--- config.mk ---
export PLATFORM = sky130hd
export DESIGN_NAME = rfc_channel
export DESIGN_NICKNAME = d
export VERILOG_FILES = /design/src/rtl/rfc_pkg.sv /design/src/rtl/rfc_crc_if.sv /design/src/rtl/rfc_crc_engine.sv /design/src/rtl/rfc_channel.sv
export SDC_FILE = /design/constraint.sdc
export NUM_CORES = 1
export LEC_CHECK = 0
export BUFFER_PORTS_ARGS = -buffer_cell sky130_fd_sc_hd__buf_4
export CORE_MARGIN = 4
export CORE_UTILIZATION = 54
export CTS_CLUSTER_SIZE = 20
export DETAILED_ROUTE_END_ITERATION = 10
export GPL_ROUTABILITY_DRIVEN = 0
export MAX_ROUTING_LAYER = met4
export PLACE_DENSITY = 0.81
export SLEW_MARGIN = 5
export SYNTH_ARGS = -nofsm -noshare
export SYNTH_HDL_FRONTEND = slang
export SYNTH_SLANG_ARGS = --single-unit
export TNS_END_PERCENT = 1
--- constraint.sdc ---
create_clock -name clk -period 12.5 [get_ports clk]
set_input_delay 2.5 -clock clk [delete_from_list [all_inputs] [get_ports clk]]
set_output_delay 2.5 -clock clk [all_outputs]
set_load 0.05 [all_outputs]
--- src/rtl/rfc_pkg.sv ---
// Constants, register map and state encoding of the RF channel checksum unit.
package rfc_pkg;
	// ------------------------------------------------------------------
	// Register indices; byte address is four times the index.
	// ------------------------------------------------------------------
	localparam logic [5:0] IDX_CFG       = 6'h22;
	localparam logic [5:0] IDX_SEED_LO   = 6'h23;
	localparam logic [5:0] IDX_SEED_HI   = 6'h24;
	localparam logic [5:0] IDX_SLOT_LO   = 6'h25;
	localparam logic [5:0] IDX_SLOT_TOP  = 6'h26;
	localparam logic [5:0] IDX_STATUS    = 6'h30;
	localparam logic [5:0] IDX_IRQ_STAT  = 6'h31;
	localparam logic [5:0] IDX_IRQ_CLR   = 6'h32;
	localparam logic [5:0] IDX_IRQ_EN    = 6'h33;
	localparam logic [5:0] IDX_CMD       = 6'h34;
	localparam logic [5:0] IDX_RES_LO    = 6'h35;
	localparam logic [5:0] IDX_RES_HI    = 6'h36;
	localparam logic [5:0] IDX_CALC_DATA = 6'h37;
	// ------------------------------------------------------------------
	// Field positions and reset values.
	// ------------------------------------------------------------------
	localparam int         CFG_MSB_FIRST  = 6;
	localparam int         CFG_HDLC       = 5;
	localparam int         CFG_SHORT      = 4;
	localparam int         CFG_RX_EN      = 3;
	localparam int         CFG_TX_EN      = 2;
	localparam logic [7:0] CFG_MASK       = 8'h7c;
	localparam logic [7:0] CFG_RESET      = 8'h0c;
	localparam logic [7:0] SEED_LO_RESET  = 8'hfe;
	localparam logic [7:0] SEED_HI_RESET  = 8'hff;
	localparam logic [7:0] SLOT_LO_RESET  = 8'h00;
	localparam int         SLOT_TOP_BIT   = 4;
	localparam int         CMD_CALC_BIT   = 0;
	localparam int         ST_ERR_BIT     = 0;
	localparam int         ST_TX_BIT      = 1;
	localparam int         ST_RX_BIT      = 2;
	localparam int         ST_SLOT_BIT    = 3;
	localparam int         IRQ_W          = 4;
	localparam int         IRQ_CHK_ERR    = 0;
	localparam int         IRQ_RX_DONE    = 1;
	localparam int         IRQ_TX_DONE    = 2;
	localparam int         IRQ_SLOT       = 3;
	// ------------------------------------------------------------------
	// Generator polynomials; plain and reflected forms.
	// ------------------------------------------------------------------
	localparam logic [15:0] POLY16     = 16'h1021;
	localparam logic [15:0] POLY16_REV = 16'h8408;
	localparam logic [7:0]  POLY8      = 8'h1d;
	localparam logic [7:0]  POLY8_REV  = 8'hb8;

	typedef enum logic [2:0] {
		RFC_IDLE = 3'b000,
		RFC_TX   = 3'b001,
		RFC_CRC1 = 3'b011,
		RFC_CRC2 = 3'b010,
		RFC_RX   = 3'b110
	} rfc_state_t;
endpackage : rfc_pkg

--- src/rtl/rfc_crc_if.sv ---
// Link between the channel controller and its checksum engine.
`timescale 1ns/100ps
interface rfc_crc_if;
	logic        init;       // Load seed.
	logic [15:0] seed;       // Seed value.
	logic        feed;       // Absorb one byte.
	logic [7:0]  data;       // Byte to absorb.
	logic        short_sel;  // 8-bit checksum.
	logic        msb_first;  // Bit order.
	logic        hdlc;       // Reflected, inverted variant.
	logic [15:0] crc;        // Checksum as transmitted.

	modport eng (input init, seed, feed, data, short_sel, msb_first, hdlc, output crc);
	modport user (output init, seed, feed, data, short_sel, msb_first, hdlc, input crc);
endinterface : rfc_crc_if

--- src/rtl/rfc_crc_engine.sv ---
// Byte-wide checksum engine with selectable width, bit order and variant.
`timescale 1ns/100ps
module rfc_crc_engine
	import rfc_pkg::*;
(
	input  wire logic clk,   // Device clock.
	input  wire logic nrst,  // Asynchronous reset, active low.
	rfc_crc_if.eng    cif    // Control and result.
);
	logic [15:0] crc_q;
	logic [15:0] next_crc;

	function automatic logic [15:0] rfc_step(input logic [15:0] c_in, input logic [7:0] d,
			input logic msb, input logic sh, input logic hd);
		logic [15:0] c;
		logic        b;
		logic        fb;
		c = c_in;
		for (int i = 0; i < 8; i++) begin
			b = msb ? d[7 - i] : d[i];
			if (hd) begin
				fb = c[0] ^ b;
				c = sh ? {8'h00, (c[7:0] >> 1) ^ (fb ? POLY8_REV : 8'h00)}
					: (c >> 1) ^ (fb ? POLY16_REV : 16'h0000);
			end else begin
				fb = (sh ? c[7] : c[15]) ^ b;
				c = sh ? {8'h00, {c[6:0], 1'b0} ^ (fb ? POLY8 : 8'h00)}
					: {c[14:0], 1'b0} ^ (fb ? POLY16 : 16'h0000);
			end
		end
		return c;
	endfunction : rfc_step

	always_comb begin
		next_crc = crc_q;
		if (cif.init) begin
			next_crc = cif.short_sel ? {8'h00, cif.seed[7:0]} : cif.seed;
		end else if (cif.feed) begin
			next_crc = rfc_step(crc_q, cif.data, cif.msb_first, cif.short_sel, cif.hdlc);
		end
	end

	always_ff @(posedge clk or negedge nrst) begin
		if (!nrst) begin
			crc_q <= 16'h0000;
		end else begin
			crc_q <= next_crc;
		end
	end

	// The inverted variant is only inverted on the way out, so the register keeps the seed.
	assign cif.crc = cif.short_sel ? {8'h00, cif.hdlc ? ~crc_q[7:0] : crc_q[7:0]}
		: (cif.hdlc ? ~crc_q : crc_q);

	a_seed_load: assert property (@(posedge clk) disable iff (!nrst)
		cif.init |=> crc_q == ($past(cif.short_sel) ? {8'h00, $past(cif.seed[7:0])}
		: $past(cif.seed))) else $error("seed not loaded");
	a_msb_order: assert property (@(posedge clk) disable iff (!nrst)
		cif.feed && !cif.init && crc_q == 16'h0000 && cif.data == 8'h01 && cif.msb_first
		&& !cif.short_sel && !cif.hdlc |=> crc_q == POLY16)
		else $error("bit order wrong");
	a_hdlc_step: assert property (@(posedge clk) disable iff (!nrst)
		cif.feed && !cif.init && crc_q == 16'h0000 && cif.data == 8'h01 && cif.msb_first
		&& !cif.short_sel && cif.hdlc |=> crc_q == POLY16_REV)
		else $error("reflected variant wrong");
endmodule : rfc_crc_engine

--- src/rtl/rfc_channel.sv ---
// RF channel checksum unit: append, check and strip, seeds, slot timing, registers.
//
// Decided for this implementation: the Avalon-MM slave port.
`timescale 1ns/100ps
// Functional notes
// - Bit order select: one feeds MSB first.
// - HDLC mode selects the reflected 3309 variant.
// - Short select gives 8-bit, else 16-bit checksum.
// - Receive check: final bytes are the checksum.
// - Verified checksum bytes never reach FIFO.
// - Receive mismatch sets check error flag.
// - Transmit append adds checksum after data.
// - Seed loaded at each frame with checksum enabled and at command.
// - Seed resets to low FE, high FF.
// - 8-bit width uses low seed byte only.
// - Slot interval spaces automatic frames.
// - Slot timing starts at command transmit end.
// - Slot interval has ninth bit elsewhere.
module rfc_channel
	import rfc_pkg::*;
(
	input  wire logic        clk,             // Device clock, 50 MHz.
	input  wire logic        nrst,            // Asynchronous reset, active low.
	input  wire logic [7:0]  avs_address,     // Byte address.
	input  wire logic        avs_read,        // Read request.
	input  wire logic        avs_write,       // Write request.
	input  wire logic [31:0] avs_writedata,   // Write data.
	input  wire logic [3:0]  avs_byteenable,  // Byte lanes.
	output logic      [31:0] avs_readdata,    // Read data.
	output logic             avs_waitrequest, // Stall.
	output logic             irq,             // Level interrupt.
	input  wire logic        tx_start,        // Transmit frame begins.
	input  wire logic        tx_in_valid,     // Payload byte offered.
	input  wire logic [7:0]  tx_in_data,      // Payload byte.
	input  wire logic        tx_in_last,      // Last payload byte.
	output logic             tx_in_ready,     // Payload byte taken.
	output logic             tx_out_valid,    // Byte to coder.
	output logic      [7:0]  tx_out_data,     // Byte to coder.
	output logic             tx_out_last,     // Last byte of frame.
	input  wire logic        tx_out_ready,    // Coder takes byte.
	input  wire logic        rx_start,        // Reception begins.
	input  wire logic        rx_in_valid,     // Received byte.
	input  wire logic [7:0]  rx_in_data,      // Received byte.
	input  wire logic        rx_in_last,      // Last received byte.
	output logic             rx_out_valid,    // Byte to FIFO.
	output logic      [7:0]  rx_out_data,     // Byte to FIFO.
	output logic             rx_done,         // Frame ended.
	input  wire logic        slot_tick,       // Slot time base.
	input  wire logic        slot_stop,       // Stop automatic frames.
	output logic             auto_frame_req   // Send next automatic frame.
);
	// ------------------------------------------------------------------
	// Register bus.
	// ------------------------------------------------------------------
	logic             ack;
	logic             req;
	logic             wr_en;
	logic [5:0]       idx;
	logic [7:0]       wd;
	logic [7:0]       rd_mux;
	logic [7:0]       cfg;
	logic [7:0]       seed_lo;
	logic [7:0]       seed_hi;
	logic [7:0]       slot_lo;
	logic             slot_top;
	logic [IRQ_W-1:0] irq_stat;
	logic [IRQ_W-1:0] irq_en;
	logic [IRQ_W-1:0] irq_ev;
	logic [IRQ_W-1:0] irq_clr;
	logic             check_error_flag;
	rfc_state_t       state;
	logic             slot_run;
	logic [8:0]       slot_cnt;
	logic [8:0]       slot_interval;
	rfc_crc_if        cif ();

	assign req = avs_read | avs_write;
	// One wait cycle per access keeps read data registered.
	assign avs_waitrequest = req & ~ack;
	assign idx = avs_address[7:2];
	assign wd = avs_writedata[7:0];
	assign wr_en = avs_write & ack & avs_byteenable[0];

	always_ff @(posedge clk or negedge nrst) begin
		if (!nrst) begin
			ack <= 1'b0;
		end else begin
			ack <= req & ~ack;
		end
	end

	always_comb begin
		rd_mux = 8'h00;
		case (idx)
			IDX_CFG:      rd_mux = cfg;
			IDX_SEED_LO:  rd_mux = seed_lo;
			IDX_SEED_HI:  rd_mux = seed_hi;
			IDX_SLOT_LO:  rd_mux = slot_lo;
			IDX_SLOT_TOP: rd_mux = {3'h0, slot_top, 4'h0};
			IDX_STATUS:   rd_mux = {4'h0, slot_run, state == RFC_RX,
				state != RFC_IDLE && state != RFC_RX, check_error_flag};
			IDX_IRQ_STAT: rd_mux = {4'h0, irq_stat};
			IDX_IRQ_EN:   rd_mux = {4'h0, irq_en};
			IDX_RES_LO:   rd_mux = cif.crc[7:0];
			IDX_RES_HI:   rd_mux = cif.crc[15:8];
			default:      rd_mux = 8'h00;
		endcase
	end

	always_ff @(posedge clk or negedge nrst) begin
		if (!nrst) begin
			avs_readdata <= 32'h0000_0000;
		end else if (avs_read & ~ack) begin
			avs_readdata <= {24'h00_0000, rd_mux};
		end
	end

	// Reserved configuration bits are not stored and read back as zero.
	always_ff @(posedge clk or negedge nrst) begin
		if (!nrst) begin
			cfg      <= CFG_RESET;
			seed_lo  <= SEED_LO_RESET;
			seed_hi  <= SEED_HI_RESET;
			slot_lo  <= SLOT_LO_RESET;
			slot_top <= 1'b0;
			irq_en   <= '0;
		end else if (wr_en) begin
			case (idx)
				IDX_CFG:      cfg <= wd & CFG_MASK;
				IDX_SEED_LO:  seed_lo <= wd;
				IDX_SEED_HI:  seed_hi <= wd;
				IDX_SLOT_LO:  slot_lo <= wd;
				IDX_SLOT_TOP: slot_top <= wd[SLOT_TOP_BIT];
				IDX_IRQ_EN:   irq_en <= wd[IRQ_W-1:0];
				default:      ;
			endcase
		end
	end

	// ------------------------------------------------------------------
	// Checksum engine control.
	// ------------------------------------------------------------------
	logic tx_append;
	logic rx_chk;
	logic short_sel;
	logic tx_go;
	logic rx_go;
	logic calc_go;
	logic calc_feed;
	logic out_free;
	logic tx_acc;
	logic tx_done;
	logic rx_byte;
	logic rx_exit;
	logic rx_pass;
	logic rx_match;
	logic chk_err_ev;
	logic [7:0] held;
	logic       held_v;

	assign tx_append = cfg[CFG_TX_EN];
	assign rx_chk    = cfg[CFG_RX_EN];
	assign short_sel = cfg[CFG_SHORT];
	assign tx_go     = state == RFC_IDLE && tx_start;
	assign rx_go     = state == RFC_IDLE && !tx_start && rx_start;
	assign calc_go   = wr_en && idx == IDX_CMD && wd[CMD_CALC_BIT] && state == RFC_IDLE;
	assign calc_feed = wr_en && idx == IDX_CALC_DATA && state == RFC_IDLE;

	assign cif.short_sel = short_sel;
	assign cif.msb_first = cfg[CFG_MSB_FIRST];
	assign cif.hdlc      = cfg[CFG_HDLC];
	assign cif.seed      = {seed_hi, seed_lo};
	assign cif.init      = (tx_go & tx_append) | (rx_go & rx_chk) | calc_go;
	assign cif.feed      = (tx_acc & tx_append) | rx_exit | calc_feed;
	assign cif.data      = tx_acc ? tx_in_data : (rx_exit ? (short_sel ? rx_in_data : held) : wd);

	rfc_crc_engine u_engine (
		.clk  (clk),
		.nrst (nrst),
		.cif  (cif)
	);

	// ------------------------------------------------------------------
	// Frame sequencing.
	// ------------------------------------------------------------------
	always_ff @(posedge clk or negedge nrst) begin
		if (!nrst) begin
			state <= RFC_IDLE;
		end else begin
			case (state)
				RFC_IDLE: begin
					if (tx_go) begin
						state <= RFC_TX;
					end else if (rx_go) begin
						state <= RFC_RX;
					end
				end
				RFC_TX: begin
					if (tx_acc && tx_in_last) begin
						state <= tx_append ? RFC_CRC1 : RFC_IDLE;
					end
				end
				RFC_CRC1: begin
					if (out_free) begin
						state <= short_sel ? RFC_IDLE : RFC_CRC2;
					end
				end
				RFC_CRC2: begin
					if (out_free) begin
						state <= RFC_IDLE;
					end
				end
				RFC_RX: begin
					if (rx_byte && rx_in_last) begin
						state <= RFC_IDLE;
					end
				end
				default: state <= RFC_IDLE;
			endcase
		end
	end

	// ------------------------------------------------------------------
	// Transmit path; the checksum goes out low byte first.
	// ------------------------------------------------------------------
	assign out_free    = ~tx_out_valid | tx_out_ready;
	assign tx_in_ready = state == RFC_TX && out_free;
	assign tx_acc      = tx_in_valid & tx_in_ready;
	assign tx_done     = tx_out_valid & tx_out_ready & tx_out_last;

	always_ff @(posedge clk or negedge nrst) begin
		if (!nrst) begin
			tx_out_valid <= 1'b0;
			tx_out_data  <= 8'h00;
			tx_out_last  <= 1'b0;
		end else if (tx_acc) begin
			tx_out_valid <= 1'b1;
			tx_out_data  <= tx_in_data;
			tx_out_last  <= tx_in_last & ~tx_append;
		end else if (state == RFC_CRC1 && out_free) begin
			tx_out_valid <= 1'b1;
			tx_out_data  <= cif.crc[7:0];
			tx_out_last  <= short_sel;
		end else if (state == RFC_CRC2 && out_free) begin
			tx_out_valid <= 1'b1;
			tx_out_data  <= cif.crc[15:8];
			tx_out_last  <= 1'b1;
		end else if (tx_out_ready) begin
			tx_out_valid <= 1'b0;
		end
	end

	// ------------------------------------------------------------------
	// Receive path. With a 16-bit check the newest byte is held back until
	// the frame shows whether it is payload or checksum.
	// ------------------------------------------------------------------
	assign rx_byte  = state == RFC_RX && rx_in_valid;
	assign rx_exit  = rx_byte & ~rx_in_last & rx_chk & (short_sel | held_v);
	assign rx_pass  = rx_byte & (rx_chk ? (~rx_in_last & (short_sel | held_v)) : 1'b1);
	assign rx_match = short_sel ? (rx_in_data == cif.crc[7:0])
		: (held_v && {rx_in_data, held} == cif.crc);
	assign chk_err_ev = rx_byte & rx_in_last & rx_chk & ~rx_match;

	always_ff @(posedge clk or negedge nrst) begin
		if (!nrst) begin
			held   <= 8'h00;
			held_v <= 1'b0;
		end else if (rx_go) begin
			held_v <= 1'b0;
		end else if (rx_byte && !rx_in_last && rx_chk && !short_sel) begin
			held   <= rx_in_data;
			held_v <= 1'b1;
		end
	end

	always_ff @(posedge clk or negedge nrst) begin
		if (!nrst) begin
			rx_out_valid <= 1'b0;
			rx_out_data  <= 8'h00;
			rx_done      <= 1'b0;
		end else begin
			rx_out_valid <= rx_pass;
			rx_done      <= rx_byte & rx_in_last;
			if (rx_pass) begin
				rx_out_data <= (rx_chk && !short_sel) ? held : rx_in_data;
			end
		end
	end

	// An error arriving with a clear keeps the flag set.
	always_ff @(posedge clk or negedge nrst) begin
		if (!nrst) begin
			check_error_flag <= 1'b0;
		end else if (chk_err_ev) begin
			check_error_flag <= 1'b1;
		end else if (rx_go) begin
			check_error_flag <= 1'b0;
		end
	end

	// ------------------------------------------------------------------
	// Slot timer for automatic frames.
	// ------------------------------------------------------------------
	assign slot_interval = {slot_top, slot_lo};

	always_ff @(posedge clk or negedge nrst) begin
		if (!nrst) begin
			slot_run <= 1'b0;
			slot_cnt <= 9'h000;
		end else if (slot_stop) begin
			slot_run <= 1'b0;
		end else if (tx_done && slot_interval != 9'h000) begin
			slot_run <= 1'b1;
			slot_cnt <= slot_interval;
		end else if (slot_run && slot_tick) begin
			if (slot_cnt == 9'h001) begin
				slot_cnt <= slot_interval;
				slot_run <= slot_interval != 9'h000;
			end else begin
				slot_cnt <= slot_cnt - 9'h001;
			end
		end
	end

	always_ff @(posedge clk or negedge nrst) begin
		if (!nrst) begin
			auto_frame_req <= 1'b0;
		end else begin
			auto_frame_req <= slot_run & slot_tick & slot_cnt == 9'h001 & ~slot_stop
				& ~tx_done;
		end
	end

	// ------------------------------------------------------------------
	// Interrupts.
	// ------------------------------------------------------------------
	assign irq_ev = {auto_frame_req, tx_done, rx_byte & rx_in_last, chk_err_ev};
	assign irq_clr = (wr_en && idx == IDX_IRQ_CLR) ? wd[IRQ_W-1:0] : '0;

	always_ff @(posedge clk or negedge nrst) begin
		if (!nrst) begin
			irq_stat <= '0;
		end else begin
			irq_stat <= (irq_stat & ~irq_clr) | irq_ev;
		end
	end

	assign irq = |(irq_stat & irq_en);

	// ------------------------------------------------------------------
	// Checks.
	// ------------------------------------------------------------------
	a_tx_no_append: assert property (@(posedge clk) disable iff (!nrst)
		tx_acc && tx_in_last && !tx_append |=> tx_out_valid && tx_out_last
		&& state == RFC_IDLE) else $error("checksum sent while disabled");
	a_tx_crc_byte: assert property (@(posedge clk) disable iff (!nrst)
		state == RFC_CRC1 && out_free |=> tx_out_valid && tx_out_data == $past(cif.crc[7:0])
		&& tx_out_last == $past(short_sel)) else $error("checksum byte wrong");
	a_tx_append_seq: assert property (@(posedge clk) disable iff (!nrst)
		tx_acc && tx_in_last && tx_append |=> state == RFC_CRC1 && !tx_out_last)
		else $error("append did not start");
	a_rx_strip: assert property (@(posedge clk) disable iff (!nrst)
		rx_byte && rx_in_last && rx_chk |=> !rx_out_valid && rx_done)
		else $error("checksum byte passed to fifo");
	a_rx_plain: assert property (@(posedge clk) disable iff (!nrst)
		rx_byte && !rx_chk |=> rx_out_valid && rx_out_data == $past(rx_in_data))
		else $error("plain byte not passed");
	a_chk_err: assert property (@(posedge clk) disable iff (!nrst)
		chk_err_ev |=> check_error_flag && irq_stat[IRQ_CHK_ERR])
		else $error("check error not flagged");
	a_err_clear: assert property (@(posedge clk) disable iff (!nrst)
		rx_go |=> !check_error_flag) else $error("error flag not cleared");
	a_slot_start: assert property (@(posedge clk) disable iff (!nrst)
		tx_done && !slot_stop && slot_interval != 9'h000 |=> slot_run
		&& slot_cnt == $past(slot_interval)) else $error("slot timer not started");
	a_slot_fire: assert property (@(posedge clk) disable iff (!nrst)
		slot_run && slot_tick && slot_cnt == 9'h001 && !slot_stop && !tx_done
		|=> auto_frame_req) else $error("automatic frame missed");
endmodule : rfc_channel

==> metrics.yaml, run 1 <==
io_pins: 129
num_rows: 46
switching_share_pct: 48.17
diodes: 0
coreArea_um2: 16120
slew_headroom_pct: 38.50
gr-total-overflow: 0
p_clk_share_pct: 15.8
cts_hold_buf: 0
first_global_vias: 8085
grt_max_degree: 71
antenna_found_initial: 0
die_h_um: 137.0
intPower_mw: 0.9345
p_per_area_nw_per_um2: 184.7
worstSetupPathType: "in2reg"
cts_root_buf: "clkbuf_16"
die_w_um: 137.0
clock-sinks: 107
async_flop_share_pct: 100.0
wl_um: 27260
dp_slack_ns: 5.163
power.switching_mw: 0.8686
regToRegSetupSlack_ns: 7.07
synth_top_area_share_pct: 25.07
cts_tree: "yes"
grt_usage_pct: 30.13
hpwl_um: 19800
ys_seq_area_share_pct: 30.05
setup_viol: 0
placed_cell_area_um2: 9479
io_buffers: 75
rsz0062_at_grt: "false"
finalCritPeriodShare_pct: 57.18
layout.nets: 1174
holdWs_ns: 0.4820
yosys_warnings: 0
final_area_um2: 9764
post-synth-top-count-cell: "nor2_1"
hp-class: "reg2reg"
wl_per_cell_um: 20.65
finalNonFillerCells: 1320
syn_area_um2: 8982
yosysTopAreaCell: "dfrtp_1"
fin_setup_tns_ns: 0
postCtsSetupBuffers: 0
place_inst: 1304
grt_pass1_wl_um: 43210
area_growth_pct: 8.706
firstDrtPassIters: 6
outcome: "finished, final reports clean"
min_period_ns: 7.148
pwr-share-comb_pct: 55.6
cts_buffers: 9
synth_common_cells: "nor2_1, nand2_1, dfrtp_1"
max_freq_ghz: 0.1399
ir_drop_uv: 138.0
required_ns: 12.75
drc: 0
ys_types: 83
worst_pin_slew_ns: 0.9191
ctsLongestPathBuffers: 2
routed_via_density: 6.558
worst_slack_ns: 5.352
drive_above_1_share_pct: 16.49
crit_arrival_ns: 7.40
drt_iter0_markers: 1164
cts_max_level: 3
synth_ff_type: "dfrtp_1"
die-area_um2: 18760
syn_avg_cell_area_um2: 8.286
netlist_instances: 1084
initial_core_util_pct: 55.74
vias: 8656
startpoint_type: "primary input"
end_kind: "flip-flop"
p_leak_nw: 4.066
synthTopCellsByArea: "dfrtp_1, xnor2_1, mux2_2"
cp_max_fo: 22
ant_nets: 0
ys_seq_elements: 107
cts_resized: 0
finalHoldViolations: 0
finalClockSkew_ns: 0.009339
synth_edf_count: 0
p_seq_share_pct: 28.6
timing.max_cap.violations: 0
maxSlewViolCount: 0
clk_latency_ns: 0.36
path_clk_slew_ns: 0.08
-- cells by family (layout without fill, tap and decap cells) --
group / after synthesis / count (layout) / synth area share, %
xor gates and xnor gates: 99 / 99 / 10.36
adders and majority gates: 2 / 2 / 0.2785
and+or+nand+nor: 351 / 351 / 18.64
buffers and inverters: 133 / 130 / 6.784
AOI/OAI and AO/OA: 310 / 310 / 24.14
DFF: 107 / 107 / 30.05
other: 1 / 24 / 0.04175
muxes: 81 / 81 / 9.709
-- state kept, by name, indices dropped and copies added (netlist names), 3 cells and up --
signal,count
rx_out_data,8
state,3
tx_out_data,8
held,8
seed_lo,8
irq_stat,4
slot_cnt,9
avs_readdata,8
seed_hi,8
slot_lo,8
irq_en,4
u_engine.crc_q,16
cfg,5
-- power groups by stage --
stage                     registers [mW]  clock network [mW]  logic, mW
after global routing               0.524               0.301       1.08
final                              0.516               0.285       1.00
after CTS                          0.510               0.288      0.986
after global placement             0.514                   0      0.957
after floorplan                    0.533                   0      0.724
after detailed placement           0.516                   0      0.980
-- final cells by class --
type	instances	area [µm²]
Tap cell	216	270.3
Clock buffer	11	242.7
Clock inverter	5	42.54
Timing Repair Buffer	85	638.1
Sequential cell	107	2701
Fill cell	1414	6351
Inverter	29	108.9
Multi-Input combinational cell	867	5761
-- worst max-delay path, cell delays in order --
cell,delay (ns)
buf_4,0.11
nand2b_1,0.23
nand4_1,0.68
o211ai_1,0.29
a32oi_2,0.51
xnor2_1,0.20
o21ai_0,0.20
or3b_2,0.46
o221ai_1,0.48
mux2_2,0.42
or3_1,0.39
a211o_1,0.35
and4_1,0.21
o32ai_1,0.28
nor2b_1,0.07
-- worst paths after layout --
check                          startpoint                end  cells past startpoint
setup / recovery             tx_out_ready  u_engine.crc_q[4]                     15
hold / removal             tx_out_data[0]     tx_out_data[0]                      2
setup reg to reg                 state[1]  u_engine.crc_q[4]                     14
hold reg to reg            tx_out_data[0]     tx_out_data[0]                      2
max in group asynchronous            nrst             cfg[5]                      2
min in group asynchronous            nrst          irq_en[2]                      1
-- per-stage QoR --
stage / utilization [%] / power [mW]
final: 60.59 / 1.803
after CTS: 60.59 / 1.785
after global placement: 58.82 / 1.471
after global routing: 60.59 / 1.906
after detailed placement: 58.82 / 1.496
after floorplan: - / 1.257
-- per-layer routing --
layer / wire (µm) / global-route usage (%) / up-vias
li1: - / - / 3966
met2: 12460 / 45.78 / 492
met1: 10800 / 39.33 / 4093
met5: 0 / - / -
met4: 1135 / 12.97 / 0
met3: 2866 / 5.846 / 105
-- layout by cell type (no fill, tap or decap), drive strengths merged, types with 11 or more instances in the layout --
cell,count
inv,31
a21oi,68
clkbuf,11
o22ai,14
nand3,31
buf,85
nand2b,16
a22oi,11
conb,24
and2,11
nor3,30
mux2,43
o21ai,79
a221oi,17
mux2i,38
nor2,98
xor2,36
dfstp,17
nand2,93
dfrtp,90
o211ai,18
o221ai,11
nand4,18
xnor2,60
No activity file was read; power rests on OpenSTA's default activity.
==> run 2: changes to the inputs <==
- CORE_UTILIZATION: 54 -> 53
- PLACE_DENSITY: 0.81 -> 0.83
- clock period: 12.5 -> 5.8 ns (I/O delays scaled with it)
==> run 2 against run 1 <==
  * Wire length about the same
  * Non-clock buffer count increased by 18
  * Combinational power increased by 120%
  * Critical path depth increased by 2
  * Largest power group unchanged
  * Core utilization decreased by 0.65 points
  * Clock power increased by 130%
  * Final area increased by 1.8%
  * Setup slack got worse by 4.6 ns
  * Highest routed layer unchanged
  * Die area increased by 1.8%
  * Flip-flop and latch count unchanged
  * Sequential share of layout area decreased by 0.49 points
==> metrics.yaml, run 2 (synthesized netlist as in run 1, its figures left out) <==
finalHoldViolations: 0
worst_pin_slew_ns: 0.9478
drt_iter0_markers: 1272
reg_top3: "u_engine.crc_q (16), slot_cnt (9)"
finalCritPeriodShare_pct: 87.43
firstDrtPassIters: 6
end_kind: "flip-flop"
fin_setup_tns_ns: 0
max_freq_ghz: 0.1972
clk_latency_ns: 0.36
p_per_area_nw_per_um2: 399.7
cts_resized: 0
regToRegSetupSlack_ns: 0.88
grt_pass1_wl_um: 43580
routed_via_density: 6.532
hpwl_um: 20180
final_core_util_pct: 59.94
cts_tree: "yes"
cp_max_fo: 13
ir_drop_uv: 270.0
rr_startpoint: "state[1]"
maxSlewViolCount: 0
multi_input_area_um2: 5761
hp-class: "reg2reg"
finalNonFillerCells: 1342
grt_usage_pct: 28.41
outcome: "finished, final reports clean"
crit_arrival_ns: 5.32
place_inst: 1326
required_ns: 6.05
coreArea_um2: 16580
mostFrequentLayoutCells: "buf_4, nor2_1, nand2_1"
num_rows: 47
wl_um: 27240
cts_buffers: 9
largest_reg_flops: 16
vias: 8766
final_common_cell: "buf_4"
antenna_found_initial: 0
r2r_cells: 16
ctsLongestPathBuffers: 2
initial_core_util_pct: 54.16
cts_max_level: 3
cts_hold_buf: 0
wl_per_cell_um: 20.30
diodes: 0
drc: 0
setup_viol: 0
area_growth_pct: 10.67
postCtsSetupBuffers: 0
finalClockSkew_ns: 0.01188
regMostFlops: "u_engine.crc_q"
worstSetupPathType: "in2reg"
timing.max_cap.violations: 0
p_leak_nw: 4.171
io_buffers: 75
reg2reg_to: "u_engine.crc_q[4]"
min_from: "ack"
startpoint_type: "primary input"
grt_max_degree: 56
gr-total-overflow: 0
drive_above_1_share_pct: 17.91
ant_nets: 0
first_global_vias: 8027
io_pins: 129
rsz0062_at_grt: "false"
path_clk_slew_ns: 0.08
layout.nets: 1192
die_h_um: 138.2
holdPathEnd: "ack"
slew_headroom_pct: 36.58
cts_root_buf: "clkbuf_16"
clock-sinks: 107
min_period_ns: 5.071
die_w_um: 138.2
regArea_um2: 2701
fillers: 1454
min_path_cells: 1
die-area_um2: 19100
==> run 2: cell types whose count changed in the layout (fill, tap and decap cells not counted), sizes merged <==
| cell | previous run | this run |
|---|---|---|
| buf | 85 | 103 |
| bufinv | 0 | 1 |
| clkbuf | 11 | 10 |
| clkinv | 3 | 4 |
| inv | 31 | 30 |
==> run 2: worst max path at each step <==
stage | from | endpoint | slack, ns | depth (start not counted)
global route | tx_out_ready | u_engine.crc_q[4] | 0.44 | 17
CTS | tx_out_ready | u_engine.crc_q[4] | 0.81 | 17
detailed placement | tx_out_ready | u_engine.crc_q[4] | 0.45 | 17
global placement | tx_out_ready | u_engine.crc_q[4] | 0.54 | 17
finish | tx_out_ready | u_engine.crc_q[4] | 0.73 | 17
floorplan | rx_in_last | u_engine.crc_q[4] | 0.85 | 16
==> run 2: area by class of cell <==
| cell class | count | area share (%) |
|---|---|---|
| Clock inverter | 6 | 0.8307 |
| Multi-Input combinational cell | 867 | 57.95 |
| Clock buffer | 10 | 2.404 |
| Timing Repair Buffer | 103 | 7.778 |
| Inverter | 29 | 1.095 |
| Tap cell | 220 | 2.769 |
| Sequential cell | 107 | 27.17 |
==> run 2: worst max-delay path: stages <==
cell and delay, ns:
buf_4 0.08, nand2b_1 0.20, and4_1 0.40, buf_4 0.24, nand2_1 0.12, a32oi_4 0.55, xnor2_2 0.18, buf_4 0.23
o211ai_1 0.32, nor2_1 0.12, nor3_1 0.32, nor3_1 0.14, a211oi_1 0.40, o211ai_1 0.24, and4_1 0.27, o32ai_1 0.27
nor2b_1 0.07
==> run 2: power breakdown <==
| group | switching (mW) | internal, mW |
|---|---|---|
| logic | 1.32 | 0.876 |
| registers | 0.241 | 0.877 |
| clock network | 0.298 | 0.357 |
==> run 2: per-layer routing <==
metal | vias to the layer above | track usage [%] | share of wire, %
li1 | 3990 | - | -
met1 | 4149 | 37.40 | 40
met2 | 534 | 44.48 | 46
met3 | 93 | 5.559 | 10
met4 | 0 | 9.100 | 3.7
met5 | - | - | 0
==> run 2: stage by stage <==
| step | worst slack, ns | cell area [µm²] | power (mW) | hold WS, ns |
|---|---|---|---|---|
| floorplan | 0.8485 | 9069 | 2.709 | 0.4439 |
| global route | 0.4389 | 9941 | 4.206 | 0.4947 |
| CTS | 0.8125 | 9941 | 3.930 | 0.4635 |
| finish | 0.7289 | 9941 | 3.973 | 0.4589 |
| global placement | 0.5390 | 9619 | 3.218 | 0.4444 |
| detailed placement | 0.4482 | 9619 | 3.274 | 0.4514 |
==> run 3: changes to the inputs <==
- ABC_AREA: not set -> 1
- CORE_UTILIZATION: 53 -> 30
- PLACE_DENSITY: 0.83 -> 0.54
==> run 3 against run 2 <==
  * Register-to-register slack hardly changed
  * Largest power group unchanged
  * Core utilization shrank 25 points
  * Largest cell class unchanged
  * Via count increased by 5.0%
==> metrics.yaml, run 3 <==
outcome: "finished, final reports clean"
worst_pin_slew_ns: 1.152
pwr-share-comb_pct: 58.8
netlist_instances: 1308
crit_arrival_ns: 5.48
mostFrequentLayoutCells: "nand2_1, inv_1, nand3_1"
path_clk_slew_ns: 0.09
first_global_vias: 8443
largest_reg_flops: 16
intPower_mw: 1.986
drc: 0
p_leak_nw: 4.799
p_seq_share_pct: 25.6
finalHoldViolations: 0
slew_headroom_pct: 22.92
synthTopCellsByArea: "dfrtp_1, nand2_1, nand3_1"
io_pins: 129
layout.nets: 1455
grt_usage_pct: 20.09
p_per_area_nw_per_um2: 416.1
coreArea_um2: 28700
drive_above_1_share_pct: 17.62
r2r_cells: 37
regArea_um2: 2701
setup_viol: 0
grt_max_degree: 74
cts_hold_buf: 0
clock-sinks: 107
min_period_ns: 5.230
rr_startpoint: "cfg[3]"
finalCritPeriodShare_pct: 90.18
timing.max_cap.violations: 0
synth_common_cells: "nand2_1, inv_1, nand3_1"
reg_top3: "u_engine.crc_q (16), slot_cnt (9)"
vias: 9208
gr-total-overflow: 0
reg2reg_to: "u_engine.crc_q[3]"
finalPower_mw: 4.157
min_from: "tx_out_data[6]"
syn_area_um2: 8737
max_stage_delay_ns: 0.25
worstSetupPathType: "in2reg"
switching_share_pct: 52.23
firstDrtPassIters: 6
die_h_um: 178.7
wl_um: 31460
cts_root_buf: "clkbuf_16"
ctsLongestPathBuffers: 2
hpwl_um: 24750
ys_seq_area_share_pct: 30.89
maxSlewViolCount: 0
ant_nets: 0
required_ns: 6.05
cts_max_level: 3
diodes: 0
drt_iter0_markers: 793
finalNonFillerCells: 1769
synth_top_area_share_pct: 25.78
cts_buffers: 9
post-synth-top-count-cell: "nand2_1"
fin_setup_tns_ns: 0
cp_common_cell: "nand2_1"
final_common_cell: "nand2_1"
regToRegSetupSlack_ns: 0.87
p_clk_share_pct: 15.6
ys_seq_elements: 107
wl_per_cell_um: 17.78
antenna_found_initial: 0
yosys_warnings: 0
ys_types: 57
finalClockSkew_ns: 0.01835
multi_input_area_um2: 5147
grt_pass1_wl_um: 48570
num_rows: 62
cp_max_fo: 6
end_kind: "flip-flop"
power.switching_mw: 2.171
io_buffers: 75
routed_via_density: 5.205
min_path_cells: 2
rsz0062_at_grt: "false"
async_flop_share_pct: 100.0
area_growth_pct: 14.35
initial_core_util_pct: 30.44
slowest_stage: "nand4_1"
synth_ff_type: "dfrtp_1"
regMostFlops: "u_engine.crc_q"
clk_latency_ns: 0.37
yosysTopAreaCell: "dfrtp_1"
fillers: 3170
synth_edf_count: 0
place_inst: 1749
die-area_um2: 31920
holdPathEnd: "tx_out_data[6]"
die_w_um: 178.7
startpoint_type: "primary input"
max_freq_ghz: 0.1912
cts_tree: "yes"
hp-class: "reg2reg"
syn_avg_cell_area_um2: 6.680
ir_drop_uv: 212.5
-- run 3: cell types whose count changed after synthesis, moves of 38 or more --
| cell | delta |
|---|---|
| nand2_1 | +221 |
| o21ai_0 | +54 |
| clkbuf_1 | -42 |
| nand3_1 | +102 |
| xnor2_1 | -51 |
| inv_1 | +113 |
| mux2_2 | -38 |
-- run 3: layout make-up --
class / instances / area share, %
tap: 384 / 4.809
inverter: 153 / 5.798
clock inverter: 7 / 0.7639
timing repair buffer: 104 / 7.815
clock buffer: 9 / 2.254
sequential: 107 / 27.04
multi-input combinational: 1005 / 51.52
-- run 3: cells by family after synthesis --
kind of cell,after synthesis,share of synthesized area (%)
flops,107,30.89
fa+ha+maj,2,0.2864
buf+inv,219,11.23
other cells,1,0.04292
compound gates,282,19.23
simple gates,669,35.37
xor+xnor,23,2.306
mux,5,0.6444
-- run 3: what timing repair did --
action                                  in CTS  in global routing
endpoints found under the setup margin       0                  5
gates resized for setup                      0                  2
endpoints found under the hold margin        0                  0
setup buffers                                0                  4
-- run 3: power by group through the flow --
stage | clock (mW) | sequential [mW] | combinational, mW
after floorplan | 0 | 1.25 | 1.53
after global placement | 0 | 1.07 | 2.40
after detailed placement | 0 | 1.07 | 2.42
after CTS | 0.663 | 1.06 | 2.43
after global routing | 0.688 | 1.08 | 2.69
final | 0.650 | 1.06 | 2.44
-- run 3: critical path: cells and delay by family --
kind,cells,cell delay [ns]
and+or+nand+nor,27,2.98
buffers and inverters,4,0.54
AOI/OAI and AO/OA,6,0.76
-- run 3: routing by layer --
metal / GRT usage, % / part of all wire [%] / wire (µm) / vias up
met5: - / 0 / 0 / -
met3: 2.784 / 6.6 / 2076 / 39
met2: 32.15 / 47 / 14730 / 344
li1: - / - / - / 4473
met4: 3.933 / 1.6 / 502 / 0
met1: 27.47 / 45 / 14150 / 4352
-- run 3: worst max path at each step --
stage,from,endpoint,cells after the start
floorplan,tx_out_ready,u_engine.crc_q[3],38
global placement,rx_in_last,u_engine.crc_q[4],43
detailed placement,rx_in_last,u_engine.crc_q[4],43
CTS,rx_in_last,u_engine.crc_q[3],39
global route,rx_in_last,u_engine.crc_q[3],39
finish,rx_in_last,u_engine.crc_q[3],37
-- run 3: per-stage QoR --
stage	util [%]	hold WS (ns)	setup WS [ns]	cell area (µm²)
after CTS	34.68	0.5011	0.5376	9955
after floorplan	-	0.4652	1.119	8823
after global routing	34.81	0.5264	0.03709	9991
final	34.81	0.4988	0.5696	9991
after detailed placement	33.63	0.4705	0.1589	9653
after global placement	33.63	0.4637	0.2344	9653
